--- config.mk ---
export PLATFORM = sky130hd
export DESIGN_NAME = scs_clock_select
export DESIGN_NICKNAME = d
export VERILOG_FILES = /design/src/scs_clock_select.v
export VERILOG_INCLUDE_DIRS = /design/src
export SDC_FILE = /design/constraint.sdc
export NUM_CORES = 1
export LEC_CHECK = 0
export ABC_AREA = 1
export BUFFER_PORTS_ARGS = -buffer_cell sky130_fd_sc_hd__buf_4
export CORE_MARGIN = 1
export CORE_UTILIZATION = 55
export DETAILED_ROUTE_END_ITERATION = 12
export GPL_TIMING_DRIVEN = 0
export PLACE_DENSITY_LB_ADDON = 0.25
export SYNTH_ARGS = -nofsm -noshare
export SYNTH_HDL_FRONTEND = slang
export SYNTH_SLANG_ARGS = --single-unit
--- constraint.sdc ---
create_clock -name clock -period 2.7 [get_ports clock]
set_clock_uncertainty 0.15 [all_clocks]
set_input_delay 0.81 -clock clock [delete_from_list [all_inputs] [get_ports clock]]
set_output_delay 0.81 -clock clock [all_outputs]
set_load 0.03 [all_outputs]
--- src/scs_regs.vh ---
// Register addresses, field positions and reset values of the clock select block.
// Assumes a byte-wide special function register port with a one-cycle write strobe.
`ifndef SCS_REGS_VH
`define SCS_REGS_VH

`define SCS_ADDR_CLK_SEL      8'h8F
`define SCS_ADDR_INT_OSC_CTL  8'hA1
`define SCS_ADDR_EXT_OSC_CTL  8'hB1
`define SCS_CLK_SEL_RESET     2'h0
`define SCS_SRC_INT           2'h0
`define SCS_SRC_EXT           2'h1
`define SCS_SRC_MULT          2'h2
`define SCS_OSC_EN_RESET      2'h3
`define SCS_OSC_EN_ON         2'h3
`define SCS_OSC_EN_OFF        2'h0
`define SCS_DIV_RESET         3'h0
`define SCS_DIV_MAX           3'h7
`define SCS_DIV_HALF_TOP      3'h6
`define SCS_OSC_EN_HI         7
`define SCS_OSC_EN_LO         6
`define SCS_SRC_HI            1
`define SCS_SRC_LO            0
`define SCS_SUSPEND_BIT       5
`define SCS_RDY_BIT           4
`define SCS_XTAL_VALID_BIT    7
`define SCS_EXT_EN_BIT        6
`define SCS_CNT_W             7
`define SCS_CNT_ZERO          7'h00
`define SCS_CNT_ONE           7'h01

`endif

--- src/scs_clock_select.v ---
// System clock source selection, internal divider and internal oscillator suspend.
// Assumes oscillator and multiplier clocks arrive as levels synchronous to clock.
`timescale 1ns/100ps
`include "scs_regs.vh"

module scs_clock_select
#(
    parameter DIV_W = 3
)
(
    // Clock and reset.
    input  wire       clock,
    input  wire       sys_rst,
    // Register port.
    input  wire [7:0] sfr_addr,
    input  wire [7:0] sfr_wdata,
    input  wire       sfr_wr,
    output reg  [7:0] sfr_rdata_ff,
    // Oscillator sources.
    input  wire       int_osc_clk,
    input  wire       ext_osc_clk,
    input  wire       mult_clk,
    input  wire       xtal_settled,
    // Wake events.
    input  wire [3:0] port_match,
    input  wire       cmp0_enabled,
    input  wire       cmp0_out,
    // Clock outputs.
    output reg        system_clock_ff,
    output reg        periph_ext_clk_ff,
    output reg        suspended_ff
);

    reg [1:0]             clock_source_field_ff;
    reg [1:0]             internal_osc_enable_field_ff;
    reg [DIV_W-1:0]       internal_divider_field_ff;
    reg                   ext_osc_en_ff;
    reg                   crystal_valid_flag_ff;
    reg [1:0]             active_src_ff;
    reg [DIV_W-1:0]       active_div_ff;
    reg [`SCS_CNT_W-1:0]  div_cnt_ff;
    reg                   div_clk_ff;
    reg                   int_osc_d_ff;
    reg                   int_pass_ff;
    reg [`SCS_CNT_W-1:0]  nxt_div_cnt;
    reg                   nxt_sel_clk;
    reg [7:0]             nxt_rdata;
    wire [`SCS_CNT_W-1:0] half_period;
    wire                  int_rise;
    wire                  wake;
    wire                  osc_running;
    wire                  div_bypass;
    wire                  int_path;
    wire                  wr_clk_sel;
    wire                  wr_int_ctl;
    wire                  wr_ext_ctl;

    assign wr_clk_sel  = sfr_wr && (sfr_addr == `SCS_ADDR_CLK_SEL);
    assign wr_int_ctl  = sfr_wr && (sfr_addr == `SCS_ADDR_INT_OSC_CTL);
    assign wr_ext_ctl  = sfr_wr && (sfr_addr == `SCS_ADDR_EXT_OSC_CTL);
    assign wake        = (|port_match) || (cmp0_enabled && !cmp0_out);
    assign osc_running = (internal_osc_enable_field_ff == `SCS_OSC_EN_ON) && !suspended_ff;
    assign int_rise    = int_osc_clk && !int_osc_d_ff && osc_running;
    // Code 000 gives 64 source edges per half period, i.e. divide by 128.
    // Code 111 cannot be made by toggling, so the oscillator level passes straight through.
    assign div_bypass  = (active_div_ff == `SCS_DIV_MAX);
    assign half_period = div_bypass ? `SCS_CNT_ONE
                                    : (`SCS_CNT_ONE << (`SCS_DIV_HALF_TOP - active_div_ff));
    // The pass gate opens only while the oscillator is low, so no clipped first pulse.
    assign int_path    = div_bypass ? (int_osc_clk && int_pass_ff) : div_clk_ff;

    // Register writes and suspend control.
    always @(posedge clock or posedge sys_rst)
    begin
        if (sys_rst)
        begin
            clock_source_field_ff        <= `SCS_CLK_SEL_RESET;
            internal_osc_enable_field_ff <= `SCS_OSC_EN_RESET;
            internal_divider_field_ff    <= `SCS_DIV_RESET;
            ext_osc_en_ff                <= 1'b0;
            crystal_valid_flag_ff        <= 1'b0;
            suspended_ff                 <= 1'b0;
        end
        else
        begin
            if (wr_clk_sel)
            begin
                clock_source_field_ff <= sfr_wdata[`SCS_SRC_HI:`SCS_SRC_LO];
            end
            if (wr_int_ctl)
            begin
                internal_osc_enable_field_ff <= sfr_wdata[`SCS_OSC_EN_HI:`SCS_OSC_EN_LO];
                internal_divider_field_ff    <= sfr_wdata[DIV_W-1:0];
            end
            if (wr_ext_ctl)
            begin
                ext_osc_en_ff <= sfr_wdata[`SCS_EXT_EN_BIT];
            end
            crystal_valid_flag_ff <= ext_osc_en_ff && xtal_settled;
            // Wake wins over a simultaneous suspend write so no wake is lost.
            if (wake)
            begin
                suspended_ff <= 1'b0;
            end
            else if (wr_int_ctl && sfr_wdata[`SCS_SUSPEND_BIT])
            begin
                suspended_ff <= 1'b1;
            end
        end
    end

    // Internal divider: counts rising edges of the running internal oscillator.
    always @*
    begin
        nxt_div_cnt = div_cnt_ff;
        if (int_rise)
        begin
            if (div_cnt_ff >= half_period - `SCS_CNT_ONE)
            begin
                nxt_div_cnt = `SCS_CNT_ZERO;
            end
            else
            begin
                nxt_div_cnt = div_cnt_ff + `SCS_CNT_ONE;
            end
        end
    end

    always @(posedge clock or posedge sys_rst)
    begin
        if (sys_rst)
        begin
            int_osc_d_ff  <= 1'b0;
            int_pass_ff   <= 1'b0;
            div_cnt_ff    <= `SCS_CNT_ZERO;
            div_clk_ff    <= 1'b0;
            active_div_ff <= `SCS_DIV_RESET;
        end
        else
        begin
            int_osc_d_ff <= int_osc_clk;
            int_pass_ff  <= osc_running && (int_pass_ff || !int_osc_clk);
            // A stopped oscillator restarts the divided clock from its low phase.
            if (!osc_running)
            begin
                div_cnt_ff <= `SCS_CNT_ZERO;
                div_clk_ff <= 1'b0;
            end
            else
            begin
                div_cnt_ff <= nxt_div_cnt;
                if (int_rise && (div_cnt_ff >= half_period - `SCS_CNT_ONE))
                begin
                    div_clk_ff <= !div_clk_ff;
                end
            end
            // New divide ratio only while both divided clock and oscillator are low.
            if (!div_clk_ff && (div_cnt_ff == `SCS_CNT_ZERO) && !int_osc_clk)
            begin
                active_div_ff <= internal_divider_field_ff;
            end
        end
    end

    // Source mux; a switch happens only while both the output and the currently selected clock are low.
    always @*
    begin
        case (active_src_ff)
            `SCS_SRC_INT:  nxt_sel_clk = int_path && !suspended_ff;
            `SCS_SRC_EXT:  nxt_sel_clk = ext_osc_clk;
            `SCS_SRC_MULT: nxt_sel_clk = mult_clk;
            default:       nxt_sel_clk = 1'b0;
        endcase
    end

    always @(posedge clock or posedge sys_rst)
    begin
        if (sys_rst)
        begin
            active_src_ff     <= `SCS_SRC_INT;
            system_clock_ff   <= 1'b0;
            periph_ext_clk_ff <= 1'b0;
        end
        else
        begin
            if (!system_clock_ff && !nxt_sel_clk && (clock_source_field_ff != active_src_ff))
            begin
                active_src_ff <= clock_source_field_ff;
            end
            system_clock_ff   <= nxt_sel_clk;
            periph_ext_clk_ff <= ext_osc_clk && ext_osc_en_ff;
        end
    end

    // Read data.
    always @*
    begin
        case (sfr_addr)
            `SCS_ADDR_CLK_SEL:
                nxt_rdata = {6'h00, clock_source_field_ff};
            `SCS_ADDR_INT_OSC_CTL:
                nxt_rdata = {internal_osc_enable_field_ff, suspended_ff, osc_running,
                             1'b0, internal_divider_field_ff};
            `SCS_ADDR_EXT_OSC_CTL:
                nxt_rdata = {crystal_valid_flag_ff, ext_osc_en_ff, 6'h00};
            default:
                nxt_rdata = 8'h00;
        endcase
    end

    always @(posedge clock or posedge sys_rst)
    begin
        if (sys_rst)
        begin
            sfr_rdata_ff <= 8'h00;
        end
        else
        begin
            sfr_rdata_ff <= nxt_rdata;
        end
    end

endmodule

# After elaboration in Yosys (flattened, before gate mapping)
# Index checks and enable logic that the tools add are counted.
[word_totals]
ff_bits = 35
word_cells = 72
[op_classes]
n_addsub = 3
magnitude_cmp = 1
eq_ne = 10
n_shift = 1
muxes = 11
n_reduce_logical = 31
[ops]
columns = ["operator", "count"]
rows = [
  ["two-way mux 7 bit", 4],
  ["== test 8 bit (second input constant)", 3],
  ["one-hot mux 8 bit (3 select lines)", 1],
  ["logical AND 1 bit", 18],
  ["adder 7 x 1 -> 7 bit (second input constant)", 1],
  ["greater-or-equal comparator 7 bit", 1],
  ["logical NOT 1 bit", 7],
  ["logical NOT 7 bit", 1],
  ["left shift 1 x 3 -> 7 bit (first input constant)", 1],
  ["subtractor 7 x 1 -> 7 bit (second input constant)", 1],
  ["two-way mux 1 bit", 5],
  ["== test 2 bit (second input constant)", 2],
  ["OR reduction 4 bit", 1],
  ["== test 3 bit (second input constant)", 1],
  ["one-hot mux 1 bit (3 select lines)", 1],
  ["subtractor 3 bit (first input constant)", 1],
  ["== test 2 x 1 -> 1 bit (second input constant)", 1],
  ["logical NOT 2 bit", 1],
  ["logical OR 1 bit", 2],
  ["!= test 2 x 1 -> 1 bit (second input constant)", 1],
  ["!= test 2 bit", 1],
  ["!= test 2 bit (second input constant)", 1],
  ["nonzero test 2 bit", 1],
]

# Logic depth before layout (Yosys ltp)
# Gate-level depths: netlist (run 1).
[depth]
word_depth = 8
mapped_depth = 17
ltp_nobuf = 17

# Least setup slack after synthesis (run 1)
# Ideal clock, no wire load.
[synth_path]
path_type = "reg2reg"
start = "register active_div_ff[2]"
end = "register div_cnt_ff[2]"
t_arrival_ns = 2.059
t_required_ns = 2.484
path_slack_ns = 0.425
path_stages_with_launch = 16
cell_sequence = "dfrtp_1 > clkbuf_2 > nand3_1 > nand2_1 > inv_1 > ha_1 > o211ai_1 > nand2_1 > ha_1 > nand2_1 > nand2_1 > a21oi_1 > and2_1 > clkbuf_2 > nand4_1 > nand2_1"
[synth_between]
elab_chain_cells = 8
word_cells_on_any_way = 9
[synth_rtl]
columns = ["item", "line", "source"]
rows = [
  ["start, declared", "scs_clock_select.v:40", "reg [DIV_W-1:0] active_div_ff;"],
  ["start signal, assigned", "scs_clock_select.v:137", "active_div_ff <= `SCS_DIV_RESET;"],
  ["start signal, assigned", "scs_clock_select.v:160", "active_div_ff <= internal_divider_field_ff;"],
  ["subtractor 3 bit (no line)", "-", ""],
  ["left shift 1 x 3 -> 7 bit (no line)", "-", ""],
  ["two-way mux 7 bit *", "scs_clock_select.v:67", "assign half_period = div_bypass ? `SCS_CNT_ONE"],
  ["subtractor 7 x 1 -> 7 bit (no line) *", "-", ""],
  ["greater-or-equal comparator 7 bit (no line) *", "-", ""],
  ["two-way mux 7 bit *", "scs_clock_select.v:118", "if (div_cnt_ff >= half_period - `SCS_CNT_ONE)"],
  ["two-way mux 7 bit *", "scs_clock_select.v:116", "if (int_rise)"],
  ["two-way mux 7 bit *", "scs_clock_select.v:144", "if (!osc_running)"],
  ["end signal, assigned", "scs_clock_select.v:135", "div_cnt_ff <= `SCS_CNT_ZERO;"],
  ["end signal, assigned", "scs_clock_select.v:146", "div_cnt_ff <= `SCS_CNT_ZERO;"],
  ["end signal, assigned", "scs_clock_select.v:151", "div_cnt_ff <= nxt_div_cnt;"],
  ["end, declared", "scs_clock_select.v:41", "reg [`SCS_CNT_W-1:0] div_cnt_ff;"],
]
# Every way passes the cells marked *; elsewhere a longest branch is shown, timed or not. The select of a mux whose other input is x is not followed.
# A chain may end at the register's enable or synchronous reset.

# Worst setup path after layout (run 1)
[layout_path]
start = "register active_div_ff[0]"
end = "register div_cnt_ff[2]"
# Same word-level chain as after synthesis.

==> impl_summary.txt, run 1 <==
----------------------------------------------------
[Global route]
  Global-route usage over all layers ... 23.8%
  Via count of the first global-routing pass ... 1,690
  Overflow after GRT ... 0
  Largest net degree at the start of global routing ... 35
  Antenna violations before repair ... 0
  First-pass GRT wire length ... 7.17 mm

[Run]
  Number of violations of the max-capacitance limit ... 0

[Floorplanning]
  Boundary pin count ... 40
  Area of the core ... 3420 sq um
  DIE AREA ... 3870 sq um
  Die height ... 62.2 um
  Starting utilization of the core area ... 58.3%
  Site row count ... 21
  Die Span X ... 62.2 um

[Route]
  Length of the first detailed-routing pass in iterations ... 4
  Drt drc ... 0
  Aggregate routed wire length ... 4.11 mm
  Routed vias/inst ... 5.06
  Via count of the routed design ... 1,709
  Remaining number of nets flagged by the antenna check after routing ... 0
  Average wire per cell in the routed design ... 12.2 um
  Number of DRC markers after the initial detailed-route iteration ... 79

[Critical path]
  Setup CP Type ... flop to flop
  Data arrival at the endpoint of the critical path ... 2.62 ns
  CP Data Required Time ... 2.83 ns
  Largest fanout on the critical path ... 7
  Crit end category ... flop
  Worst R2R Path Depth ... 15
  Nature of the critical path startpoint ... flop

[Clocking]
  Latest clock arrival within the worst-skew pair ... 0.34 ns
  Clock-pin transition on the worst setup and hold timing paths ... 0.11 ns
  Clock tree sinks ... 34
  Number of H-tree levels ... 2
  Clock Path Buffers ... 2
  Post-CTS Hold Fix Bufs ... 0
  CTS tree ... done
  CTS buffer count ... 5
  Root Buffer ... sky130_fd_sc_hd__clkbuf_4

[Cells and area]
  Area growth from synthesis to layout ... 21.8%
  Finished layout cell area ... 2430 sq um
  Post-layout net count ... 331
  # fillers ... 281
  Final antenna diode count ... 0
  Ratio of cells with drive above 1 in the final layout ... 24.7%
  Fraction of the core area covered by cells at the end of the flow ... 71.0%

[Timing]
  Setup violators final ... 0
  Final Slew Violations ... 0
  Final worst-path cycle share ... 92.4%
  Crit path time final ... 2.49 ns
  Slew HR ... 59.2%
  Transition time at the pin with the least slew margin ... 0.612 ns
  Fin. Hold Viols ... 0
  Final hold slack ... 0.240 ns
  FMAX ... 0.401 GHz

[Placement]
  DPL Wire Length ... 3.14 mm
  Port-buffer cells ... 36
  Weighted congestion reported at the end of routability-driven placement ... 0.809
  Placed Area ... 2320 sq um

[Run status]
  Run status ... completed

[Yosys]
  Synthesized instance count ... 248
  Distinct cell type count after synthesis ... 30
  Sequential cell area fraction in the yosys report ... 42.8%
  Total standard cell area after synthesis ... 1990 sq um
  Synth warn ... 0
  Number of nets produced by synthesis ... 287
  Library cell occupying the most area in the post-synthesis netlist ... sky130_fd_sc_hd__dfrtp_1
  Average instance area after synthesis ... 8.03 sq um
  Total of flip-flops plus latches after synthesis ... 34
  Top cells by area, synth ... sky130_fd_sc_hd__dfrtp_1 (40%), sky130_fd_sc_hd__nand2_1 (13%), sky130_fd_sc_hd__inv_1 (7.2%)
  Area share of the leading cell type in the synthesized netlist ... 40.2%

[Hold path]
  HP Class ... input pin to async pin

[Power and ir drop]
  Leakage power of the design ... 1.32 nW
  Worst-case vdd ir drop ... 0.333 mV
  Pwr Density ... 720 nW/um^2

----------------------------------------------------
## synth_stat cells (all sizes together)
cell type / n
dfrtp: 32
dfstp: 2
o211ai: 2
o22ai: 1
inv: 38
and2: 1
clkbuf: 3
nor4: 4
nand4: 16
xnor2: 3
nor2: 13
nand3: 13
ha: 10
a21oi: 6
buf: 2
xor2: 3
nor3: 4
conb: 1
o21ai: 15
nand2: 79
## worst max-delay path, cell delays in order, from the launching register on
cell and delay, ns:
sky130_fd_sc_hd__dfrtp_2 0.46, sky130_fd_sc_hd__inv_1 0.09, sky130_fd_sc_hd__nand3_1 0.07, sky130_fd_sc_hd__nand2_1 0.06
sky130_fd_sc_hd__inv_1 0.07, sky130_fd_sc_hd__ha_4 0.18, sky130_fd_sc_hd__o211ai_1 0.17, sky130_fd_sc_hd__nand2_1 0.09
sky130_fd_sc_hd__ha_1 0.32, sky130_fd_sc_hd__nand2_1 0.08, sky130_fd_sc_hd__nand2_1 0.05, sky130_fd_sc_hd__a21oi_1 0.17
sky130_fd_sc_hd__and2_1 0.15, sky130_fd_sc_hd__clkbuf_4 0.17, sky130_fd_sc_hd__nand4_1 0.09, sky130_fd_sc_hd__nand2_1 0.08
## power by group
part | internal, W | switching (W)
clock network | 0.0000971 | 0.000170
logic | 0.000330 | 0.000474
registers | 0.000589 | 0.0000861
## layout make-up
class | instances | area, sq um | share of cell area, %
multi-input cells | 171 | 977 | 40.3
flip-flops and latches | 34 | 856 | 35.3
repair buffers | 37 | 298 | 12.3
inverters | 38 | 143 | 5.88
well taps | 46 | 57.6 | 2.37
plain buffers | 5 | 46.3 | 1.91
clock buffers | 6 | 41.3 | 1.70
clock inverters | 1 | 7.51 | 0.309
## cells in the final DEF (no fill, tap or decap), drive strengths merged
cell	n
o21ai	15
conb	1
dfrtp	32
buf	39
nor3	4
and2	1
nand3	13
clkbuf	9
nor2	13
nand4	16
dfstp	2
nand2	79
o211ai	2
xor2	3
clkinvlp	1
nor4	4
inv	37
a21oi	6
ha	10
clkinv	1
o22ai	1
xnor2	3
## cell families (layout without fill, tap and decap cells)
family | Yosys count | after routing | synth area share [%]
AO/OA/AOI/OAI | 24 | 24 | 7.29
XOR/XNOR | 6 | 6 | 2.64
adder cells (fa/ha/maj) | 10 | 10 | 6.28
buffers and inverters | 43 | 87 | 9.23
flip-flops | 34 | 34 | 42.8
other | 1 | 1 | 0.188
AND/OR/NAND/NOR | 130 | 130 | 31.5
## stage by stage
step / setup TNS [ns] / worst slack [ns] / instances / total power, W
3_3_place_gp: 0 / 0.129 / 330 / 0.00138
2_1_floorplan: 0 / 0.425 / 248 / 0.00122
5_1_grt: -0.0999 / -0.0349 / 338 / 0.00193
3_5_place_dp: 0 / 0.105 / 330 / 0.00142
4_1_cts: 0 / 0.0855 / 337 / 0.00169
6_report: 0 / 0.205 / 338 / 0.00175
## flip-flops by register name, indices dropped and copies added (netlist names)
| register | flops |
|---|---|
| system_clock_ff | 1 |
| ext_osc_en_ff | 1 |
| clock_source_field_ff | 2 |
| div_clk_ff | 1 |
| internal_osc_enable_field_ff | 2 |
| active_div_ff | 3 |
| sfr_rdata_ff | 7 |
| suspended_ff | 1 |
| internal_divider_field_ff | 3 |
| periph_ext_clk_ff | 1 |
| div_cnt_ff | 7 |
| int_osc_d_ff | 1 |
| active_src_ff | 2 |
| int_pass_ff | 1 |
| crystal_valid_flag_ff | 1 |
## routing by layer
metal	routed length [um]	vias to the layer above	GRT usage, %
met4	62	0	9.59
met5	0	-	0
li1	-	887	-
met3	147	7	7.17
met1	1820	788	29.2
met2	2080	27	39.0
## timing repair
| action | 4_1_cts | 5_1_grt |
|---|---|---|
| endpoints found under the setup margin | 0 | 8 |
| setup buffers | 0 | 0 |
| gates resized for setup | 0 | 10 |
## path summary, 6_finish.rpt
path	start	endpoint	slack, ns
setup / recovery	active_div_ff[0]	div_cnt_ff[2]	0.21
hold / removal	sys_rst	active_src_ff[1]	0.24
setup reg to reg	active_div_ff[0]	div_cnt_ff[2]	0.21
hold reg to reg	suspended_ff	sfr_rdata_ff[4]	0.33
max in group asynchronous	sys_rst	internal_osc_enable_field_ff[1]	1.67
min in group clock	suspended_ff	sfr_rdata_ff[4]	0.33
Note: power is estimated with default switching activity, not from simulation.
==> run 2: changes to the inputs <==
--- a/config.mk
+++ b/config.mk
@@ -6,10 +6,9 @@
 export SDC_FILE = /design/constraint.sdc
 export NUM_CORES = 1
 export LEC_CHECK = 0
-export ABC_AREA = 1
 export BUFFER_PORTS_ARGS = -buffer_cell sky130_fd_sc_hd__buf_4
 export CORE_MARGIN = 1
-export CORE_UTILIZATION = 55
+export CORE_UTILIZATION = 54
 export DETAILED_ROUTE_END_ITERATION = 12
 export GPL_TIMING_DRIVEN = 0
 export PLACE_DENSITY_LB_ADDON = 0.25
==> run 2 against run 1 <==
  * The flow now finishes with violations (setup timing)
  * Global-route usage up 1.6 points
  * Register-to-register slack got worse by 0.29 ns
  * Non-clock buffer count is 6 higher
==> impl_summary.txt, run 2 <==
----------------------------------------------------
[Timing]
  Fin. Hold Viols ... 0 (unchanged)
  Final hold slack ... 0.232 ns (-0.00774 ns)
  Setup violators final ... 8 (+8)
  Final Slew Violations ... 0 (unchanged)
  Crit path time final ... 2.78 ns (+0.288 ns)
  FMAX ... 0.359 GHz (-10%)
  Worst Setup Slack, final ... -0.0824 ns (-0.288 ns)
  Final worst-path cycle share ... 103% (+11 points)
  RSZ-0062 raised after global routing ... yes

[Clocking]
  Root Buffer ... sky130_fd_sc_hd__clkbuf_4
  CTS buffer count ... 5 (unchanged)
  Clock Path Buffers ... 2 (unchanged)
  Clock-pin transition on the worst setup and hold timing paths ... 0.11 ns (about the same)
  CTS tree ... done
  Number of H-tree levels ... 2 (unchanged)
  Latest clock arrival within the worst-skew pair ... 0.34 ns (about the same)
  Post-CTS Hold Fix Bufs ... 0 (unchanged)
  Clock tree sinks ... 34 (unchanged)

[Cells and area]
  # fillers ... 269 (-4.3%)
  Ratio of cells with drive above 1 in the final layout ... 39.6% (+15 points)
  Commonest non-fill, non-tap cells in the layout ... sky130_fd_sc_hd__buf_4 (45), sky130_fd_sc_hd__dfrtp_1 (30), sky130_fd_sc_hd__nor2_1 (14)
  Registers with the most flip-flops ... div_cnt_ff: 7 flops, sfr_rdata_ff: 7 flops
  Area growth from synthesis to layout ... 29.2%
  Final non-filler cell total ... 273 (-19%)
  Final antenna diode count ... 0 (unchanged)
  Most common cell after layout, fill and taps aside ... sky130_fd_sc_hd__buf_4
  Post-layout net count ... 265 (-20%)

[Global route]
  Antenna violations before repair ... 0 (unchanged)
  Largest net degree at the start of global routing ... 35 (unchanged)
  Global-route usage over all layers ... 25.4% (+1.6 points)
  Overflow after GRT ... 0 (unchanged)
  First-pass GRT wire length ... 6.55 mm (-8.7%)
  Via count of the first global-routing pass ... 1,449 (-14%)

[Power and ir drop]
  Worst-case vdd ir drop ... 0.251 mV (-25%)
  Leakage power of the design ... 1.19 nW (-10%)
  Pwr Density ... 400 nW/um^2 (-44%)

[Floorplanning]
  DIE AREA ... 3710 sq um (-4.0%)
  Boundary pin count ... 40 (unchanged)
  Site row count ... 21 (unchanged)
  Area of the core ... 3340 sq um (-2.3%)
  Die Span X ... 60.9 um (-2.0%)
  Die height ... 60.9 um (-2.0%)
  Starting utilization of the core area ... 56.2% (-2.1 points)

[Critical path]
  Crit end category ... flop
  Data arrival at the endpoint of the critical path ... 2.91 ns (+0.29 ns)
  Nature of the critical path startpoint ... flop
  Setup CP Type ... flop to flop
  CP Data Required Time ... 2.83 ns (about the same)
  Largest fanout on the critical path ... 7 (unchanged)

[Route]
  Average wire per cell in the routed design ... 15.3 um (+26%)
  Drt drc ... 0 (unchanged)
  Routed vias/inst ... 5.65 (+12%)
  Aggregate routed wire length ... 4.18 mm (+1.7%)
  Remaining number of nets flagged by the antenna check after routing ... 0 (unchanged)
  Number of DRC markers after the initial detailed-route iteration ... 49 (-38%)
  Length of the first detailed-routing pass in iterations ... 4 (unchanged)
  Via count of the routed design ... 1,542 (-9.8%)

[Run status]
  Run status ... finished, violations left
  Failing checks ... setup timing

[Placement]
  Port-buffer cells ... 36 (unchanged)
  Post-Place Worst Slack ... -0.209 ns (-0.314 ns)
  Cells after DPL ... 256 (-22%)
  DPL Wire Length ... 3.04 mm (-3.1%)
  Weighted congestion reported at the end of routability-driven placement ... 0.823 (+1.8%)

[Yosys]
  Top_reg_cell synth ... sky130_fd_sc_hd__dfrtp_1
  Total standard cell area after synthesis ... 1870 sq um (-5.9%)
  Synth warn ... 0 (unchanged)
  Number of nets produced by synthesis ... 213 (-26%)
  Top cells by instance count after synthesis ... sky130_fd_sc_hd__dfrtp_1 (32), sky130_fd_sc_hd__nor2_1 (14), sky130_fd_sc_hd__nand2_1 (13)
  Average instance area after synthesis ... 10.8 sq um (+34%)
  Top cells by area, synth ... sky130_fd_sc_hd__dfrtp_1 (43%), sky130_fd_sc_hd__ha_1 (6.7%), sky130_fd_sc_hd__mux2_2 (6.6%)
  Leading cell type by number of instances after synthesis ... sky130_fd_sc_hd__dfrtp_1
  Distinct cell type count after synthesis ... 52 (+73%)
  Sequential cell area fraction in the yosys report ... 45.5% (+2.7 points)
  Total of flip-flops plus latches after synthesis ... 34 (unchanged)
  FFs w/ async S/R, synth ... 100% (unchanged)
  EDFF count, synth ... 0 (unchanged)
  Library cell occupying the most area in the post-synthesis netlist ... sky130_fd_sc_hd__dfrtp_1
  Area share of the leading cell type in the synthesized netlist ... 42.7% (+2.5 points)
  Synthesized instance count ... 174 (-30%)

[Hold path]
  HP Class ... input pin to async pin

[Run]
  Number of violations of the max-capacitance limit ... 0 (unchanged)

----------------------------------------------------
## run 2: changes by cell type after synthesis, moves of 11 or more
cell                      change
sky130_fd_sc_hd__nand4_1     -14
sky130_fd_sc_hd__mux2_2      +11
sky130_fd_sc_hd__nand2_1     -58
sky130_fd_sc_hd__inv_1       -30
## run 2: critical path, cell delays in order (launching register included)
cell and delay, ns:
sky130_fd_sc_hd__dfrtp_2 0.44, sky130_fd_sc_hd__nand3b_1 0.22, sky130_fd_sc_hd__ha_4 0.21, sky130_fd_sc_hd__nor4b_4 0.24, sky130_fd_sc_hd__a31oi_1 0.08, sky130_fd_sc_hd__ha_1 0.32
sky130_fd_sc_hd__a211o_1 0.31, sky130_fd_sc_hd__a21oi_4 0.15, sky130_fd_sc_hd__o31ai_4 0.13, sky130_fd_sc_hd__buf_4 0.16, sky130_fd_sc_hd__a21o_2 0.20, sky130_fd_sc_hd__a21oi_2 0.10
## run 2: per-layer routing
metal / global-route usage [%] / vias up / share of wire, %
met2: 44.6 / 38 / 53
li1: - / 742 / -
met1: 28.9 / 750 / 40
met4: 12.0 / 0 / 2.7
met5: 0 / - / 0
met3: 6.61 / 12 / 3.5
## run 2: kinds of logic (layout without fill, tap and decap cells)
| kind of cell | count (synthesis) | after routing | share of synthesized area, % |
|---|---|---|---|
| muxes | 12 | 12 | 7.41 |
| DFF | 34 | 34 | 45.5 |
| adders and majority gates | 10 | 10 | 6.68 |
| buffers and inverters | 11 | 64 | 2.47 |
| other | 1 | 1 | 0.200 |
| and+or+nand+nor | 69 | 69 | 21.2 |
| AOI/OAI and AO/OA | 36 | 36 | 16.1 |
| xor gates and xnor gates | 1 | 1 | 0.467 |
## run 2: cell type report
cell class / instances / area [sq um] / area share (%)
plain buffers: 3 / 26.3 / 1.08
clock buffers: 7 / 55.1 / 2.27
clock inverters: 1 / 5.00 / 0.207
inverters: 8 / 30.0 / 1.24
multi-input cells: 129 / 1030 / 42.7
flip-flops and latches: 34 / 856 / 35.3
well taps: 46 / 57.6 / 2.38
repair buffers: 45 / 358 / 14.8
## run 2: path summary, 6_finish.rpt
path | start | end | slack, ns | depth (start not counted)
max reg2reg | active_div_ff[1] | div_clk_ff | -0.08 | 11
max | active_div_ff[1] | div_clk_ff | -0.08 | 11
min | sys_rst | sfr_rdata_ff[5] | 0.23 | 2
max in group asynchronous | sys_rst | internal_osc_enable_field_ff[0] | 1.67 | 3
min reg2reg | int_pass_ff | int_pass_ff | 0.38 | 2
min in group clock | int_pass_ff | int_pass_ff | 0.38 | 2
## run 2: timing repair
| item | in CTS | in global routing |
|---|---|---|
| setup endpoints to repair | 8 | 8 |
| hold endpoints to repair | 0 | 0 |
| resized for setup | 11 | 3 |
| pin swaps | 5 | 2 |
| buffers inserted | 7 | 1 |
## run 2: report_power, final
group,internal (W),switching [W]
logic,0.0000664,0.0000597
registers,0.000526,0.0000178
clock network,0.000126,0.000172
## run 2: through the flow
step	TNS (ns)	power, W	instance area [sq um]	util, %
after floorplan	0	0.000610	1880	-
after global placement	-0.273	0.000657	2200	66.0
after detailed placement	-0.938	0.000666	2200	66.0
after CTS	-0.0448	0.000972	2360	70.9
after global routing	-1.15	0.00102	2420	72.6
final	-0.215	0.000968	2420	72.6
==> run 3: changes to the inputs <==
--- a/config.mk
+++ b/config.mk
@@ -12,6 +12,7 @@
 export DETAILED_ROUTE_END_ITERATION = 12
 export GPL_TIMING_DRIVEN = 0
 export PLACE_DENSITY_LB_ADDON = 0.25
+export RECOVER_POWER = 25
 export SYNTH_ARGS = -nofsm -noshare
 export SYNTH_HDL_FRONTEND = slang
 export SYNTH_SLANG_ARGS = --single-unit
==> run 3 against run 2 <==
  * The flow still finishes with violations (setup timing)
  * Non-clock buffer count unchanged
  * Routed wire length decreased by 0.33%
  * Critical path type unchanged
  * Critical path depth unchanged
  * Core utilization decreased by 0.82 points
  * Maximum frequency about the same
  * Combinational power decreased by 4%
  * Highest routed layer unchanged
==> impl_summary.txt, run 3 (same netlist as run 2, synthesis figures left out) <==
----------------------------------------------------
[Critical path]
  Largest fanout on the critical path ... 7 (unchanged)
  Setup CP Type ... flop to flop
  Critical path launch point ... active_div_ff[1]
  Data arrival at the endpoint of the critical path ... 2.91 ns (about the same)
  Delay of the slowest critical-path stage ... 0.44 ns (about the same)
  Crit end category ... flop
  Nature of the critical path startpoint ... flop
  R2R Path End ... div_clk_ff
  Worst-path cell with the longest stage delay ... sky130_fd_sc_hd__dfrtp_2
  Startpoint of the most critical register-to-register path ... active_div_ff[1]
  Register-to-register setup slack ... -0.08 ns (about the same)
  Worst R2R Path Depth ... 11 (unchanged)
  Capturing instance or port of the critical path ... div_clk_ff
  Critical-path cell list ... nand3b_1 > ha_4 > nor4b_4 > a31oi_1 > ha_1 > a211o_1 > a21oi_4 > o31ai_4 > buf_4 > a21o_2 > a21oi_2
  CP Data Required Time ... 2.83 ns (about the same)

[Timing]
  Crit path time final ... 2.78 ns (-0.00251 ns)
  Slew HR ... 6.91%
  Final worst-path cycle share ... 103% (about the same)
  Final hold slack ... 0.207 ns (-0.0256 ns)
  Fin. Hold Viols ... 0 (unchanged)
  Final Slew Violations ... 0 (unchanged)
  Setup violators final ... 8 (unchanged)
  Transition time at the pin with the least slew margin ... 1.40 ns
  FMAX ... 0.360 GHz (about the same)
  RSZ-0062 raised after global routing ... yes
  Worst Setup Slack, final ... -0.0799 ns (+0.00251 ns)

[Global route]
  Largest net degree at the start of global routing ... 35 (unchanged)
  Via count of the first global-routing pass ... 1,449 (unchanged)
  Antenna violations before repair ... 0 (unchanged)
  First-pass GRT wire length ... 6.55 mm (unchanged)
  Global-route usage over all layers ... 25.4% (unchanged)
  Overflow after GRT ... 0 (unchanged)

[Cells and area]
  Ratio of cells with drive above 1 in the final layout ... 38.8% (-0.88 points)
  Final non-filler cell total ... 273 (unchanged)
  Post-layout net count ... 265 (unchanged)
  # fillers ... 272 (+1.1%)
  Most common cell after layout, fill and taps aside ... sky130_fd_sc_hd__buf_4
  Registers with the most flip-flops ... div_cnt_ff: 7 flops, sfr_rdata_ff: 7 flops
  Area growth from synthesis to layout ... 27.8%
  Final antenna diode count ... 0 (unchanged)
  Fraction of the core area covered by cells at the end of the flow ... 71.8% (-0.82 points)
  Commonest non-fill, non-tap cells in the layout ... sky130_fd_sc_hd__buf_4 (42), sky130_fd_sc_hd__dfrtp_1 (30), sky130_fd_sc_hd__nor2_1 (14)

[Power and ir drop]
  Pwr Density ... 402 nW/um^2 (+0.56%)
  Worst-case vdd ir drop ... 0.251 mV (about the same)
  Leakage power of the design ... 1.17 nW (-1.3%)

[Route]
  Average wire per cell in the routed design ... 15.3 um (-0.33%)
  Number of DRC markers after the initial detailed-route iteration ... 49 (unchanged)
  Length of the first detailed-routing pass in iterations ... 4 (unchanged)
  Remaining number of nets flagged by the antenna check after routing ... 0 (unchanged)
  Drt drc ... 0 (unchanged)
  Via count of the routed design ... 1,540 (-0.13%)
  Routed vias/inst ... 5.64 (-0.13%)
  Aggregate routed wire length ... 4.17 mm (-0.33%)

[Placement]
  Cells after DPL ... 256 (unchanged)
  DPL Wire Length ... 3.04 mm (unchanged)
  Weighted congestion reported at the end of routability-driven placement ... 0.823 (unchanged)
  Post-Place Worst Slack ... -0.209 ns (unchanged)
  Port-buffer cells ... 36 (unchanged)

[Hold path]
  HP Class ... input pin to async pin

[Clocking]
  Number of H-tree levels ... 2 (unchanged)
  Clock-pin transition on the worst setup and hold timing paths ... 0.11 ns (about the same)
  Clock tree sinks ... 34 (unchanged)
  CTS buffer count ... 5 (unchanged)
  CTS tree ... done
  Latest clock arrival within the worst-skew pair ... 0.34 ns (about the same)
  Root Buffer ... sky130_fd_sc_hd__clkbuf_4
  Clock Path Buffers ... 2 (unchanged)
  Post-CTS Hold Fix Bufs ... 0 (unchanged)

[Floorplanning]
  Site row count ... 21 (unchanged)
  Boundary pin count ... 40 (unchanged)
  Area of the core ... 3340 sq um (unchanged)
  Die height ... 60.9 um (unchanged)
  Die Span X ... 60.9 um (unchanged)
  DIE AREA ... 3710 sq um (unchanged)
  Starting utilization of the core area ... 56.2% (unchanged)

[Run status]
  Run status ... finished, violations left
  Failing checks ... setup timing

[Run]
  Number of violations of the max-capacitance limit ... 0 (unchanged)

----------------------------------------------------
-- run 3: cell types whose count changed in the layout (fill, tap and decap cells not counted), sizes merged --
cell / delta
clkbuf: +4
buf: -4
-- run 3: area by class of cell --
cell class | instances | area [sq um] | share of cell area, %
multi-input cells | 129 | 1030 | 43.2
flip-flops and latches | 34 | 856 | 35.7
repair buffers | 45 | 330 | 13.8
well taps | 46 | 57.6 | 2.40
clock buffers | 7 | 55.1 | 2.30
inverters | 8 | 30.0 | 1.25
plain buffers | 3 | 26.3 | 1.10
clock inverters | 1 | 5.00 | 0.209
-- run 3: stage by stage --
stage	cell area [sq um]	setup TNS, ns	total power, W
after floorplan	1880	0	0.000610
after global placement	2200	-0.273	0.000657
after detailed placement	2200	-0.938	0.000666
after CTS	2360	-0.0448	0.000972
after global routing	2390	-1.15	0.00101
final	2390	-0.193	0.000963
-- run 3: worst min path at each step --
stage / startpoint / to / slack (ns) / depth (start not counted)
5_1_grt: sys_rst / sfr_rdata_ff[5] / 0.20 / 2
3_3_place_gp: crystal_valid_flag_ff / sfr_rdata_ff[7] / 0.36 / 2
4_1_cts: int_pass_ff / int_pass_ff / 0.38 / 2
3_5_place_dp: int_pass_ff / int_pass_ff / 0.36 / 2
2_1_floorplan: internal_divider_field_ff[0] / sfr_rdata_ff[0] / 0.33 / 1
6_report: sys_rst / sfr_rdata_ff[5] / 0.21 / 2
-- run 3: per-layer routing --
layer | GRT usage, % | part of all wire, % | up-vias
met3 | 6.61 | 3.4 | 12
li1 | - | - | 741
met4 | 12.0 | 2.7 | 0
met2 | 44.6 | 53 | 36
met1 | 28.9 | 40 | 751
met5 | 0 | 0 | -
-- run 3: power breakdown --
| group | switching, W | total (W) | internal (W) |
|---|---|---|---|
| Clock | 0.000172 | 0.000298 | 0.000126 |
| Combinational | 0.0000589 | 0.000121 | 0.0000619 |
| Sequential | 0.0000177 | 0.000543 | 0.000526 |
-- run 3: timing repair --
item,CTS,global route
hold endpoints to repair,0,0
setup endpoints to repair,8,8
pin swaps,5,2
resized for setup,11,3
buffers inserted,7,1
-- run 3: worst max-delay path, delay by kind of cell, from the launching register on --
family | cells | cell delay, ns
AOI/OAI and AO/OA | 6 | 0.97
buffers and inverters | 1 | 0.16
and+or+nand+nor | 2 | 0.46
DFF | 1 | 0.44
adders and majority gates | 2 | 0.53
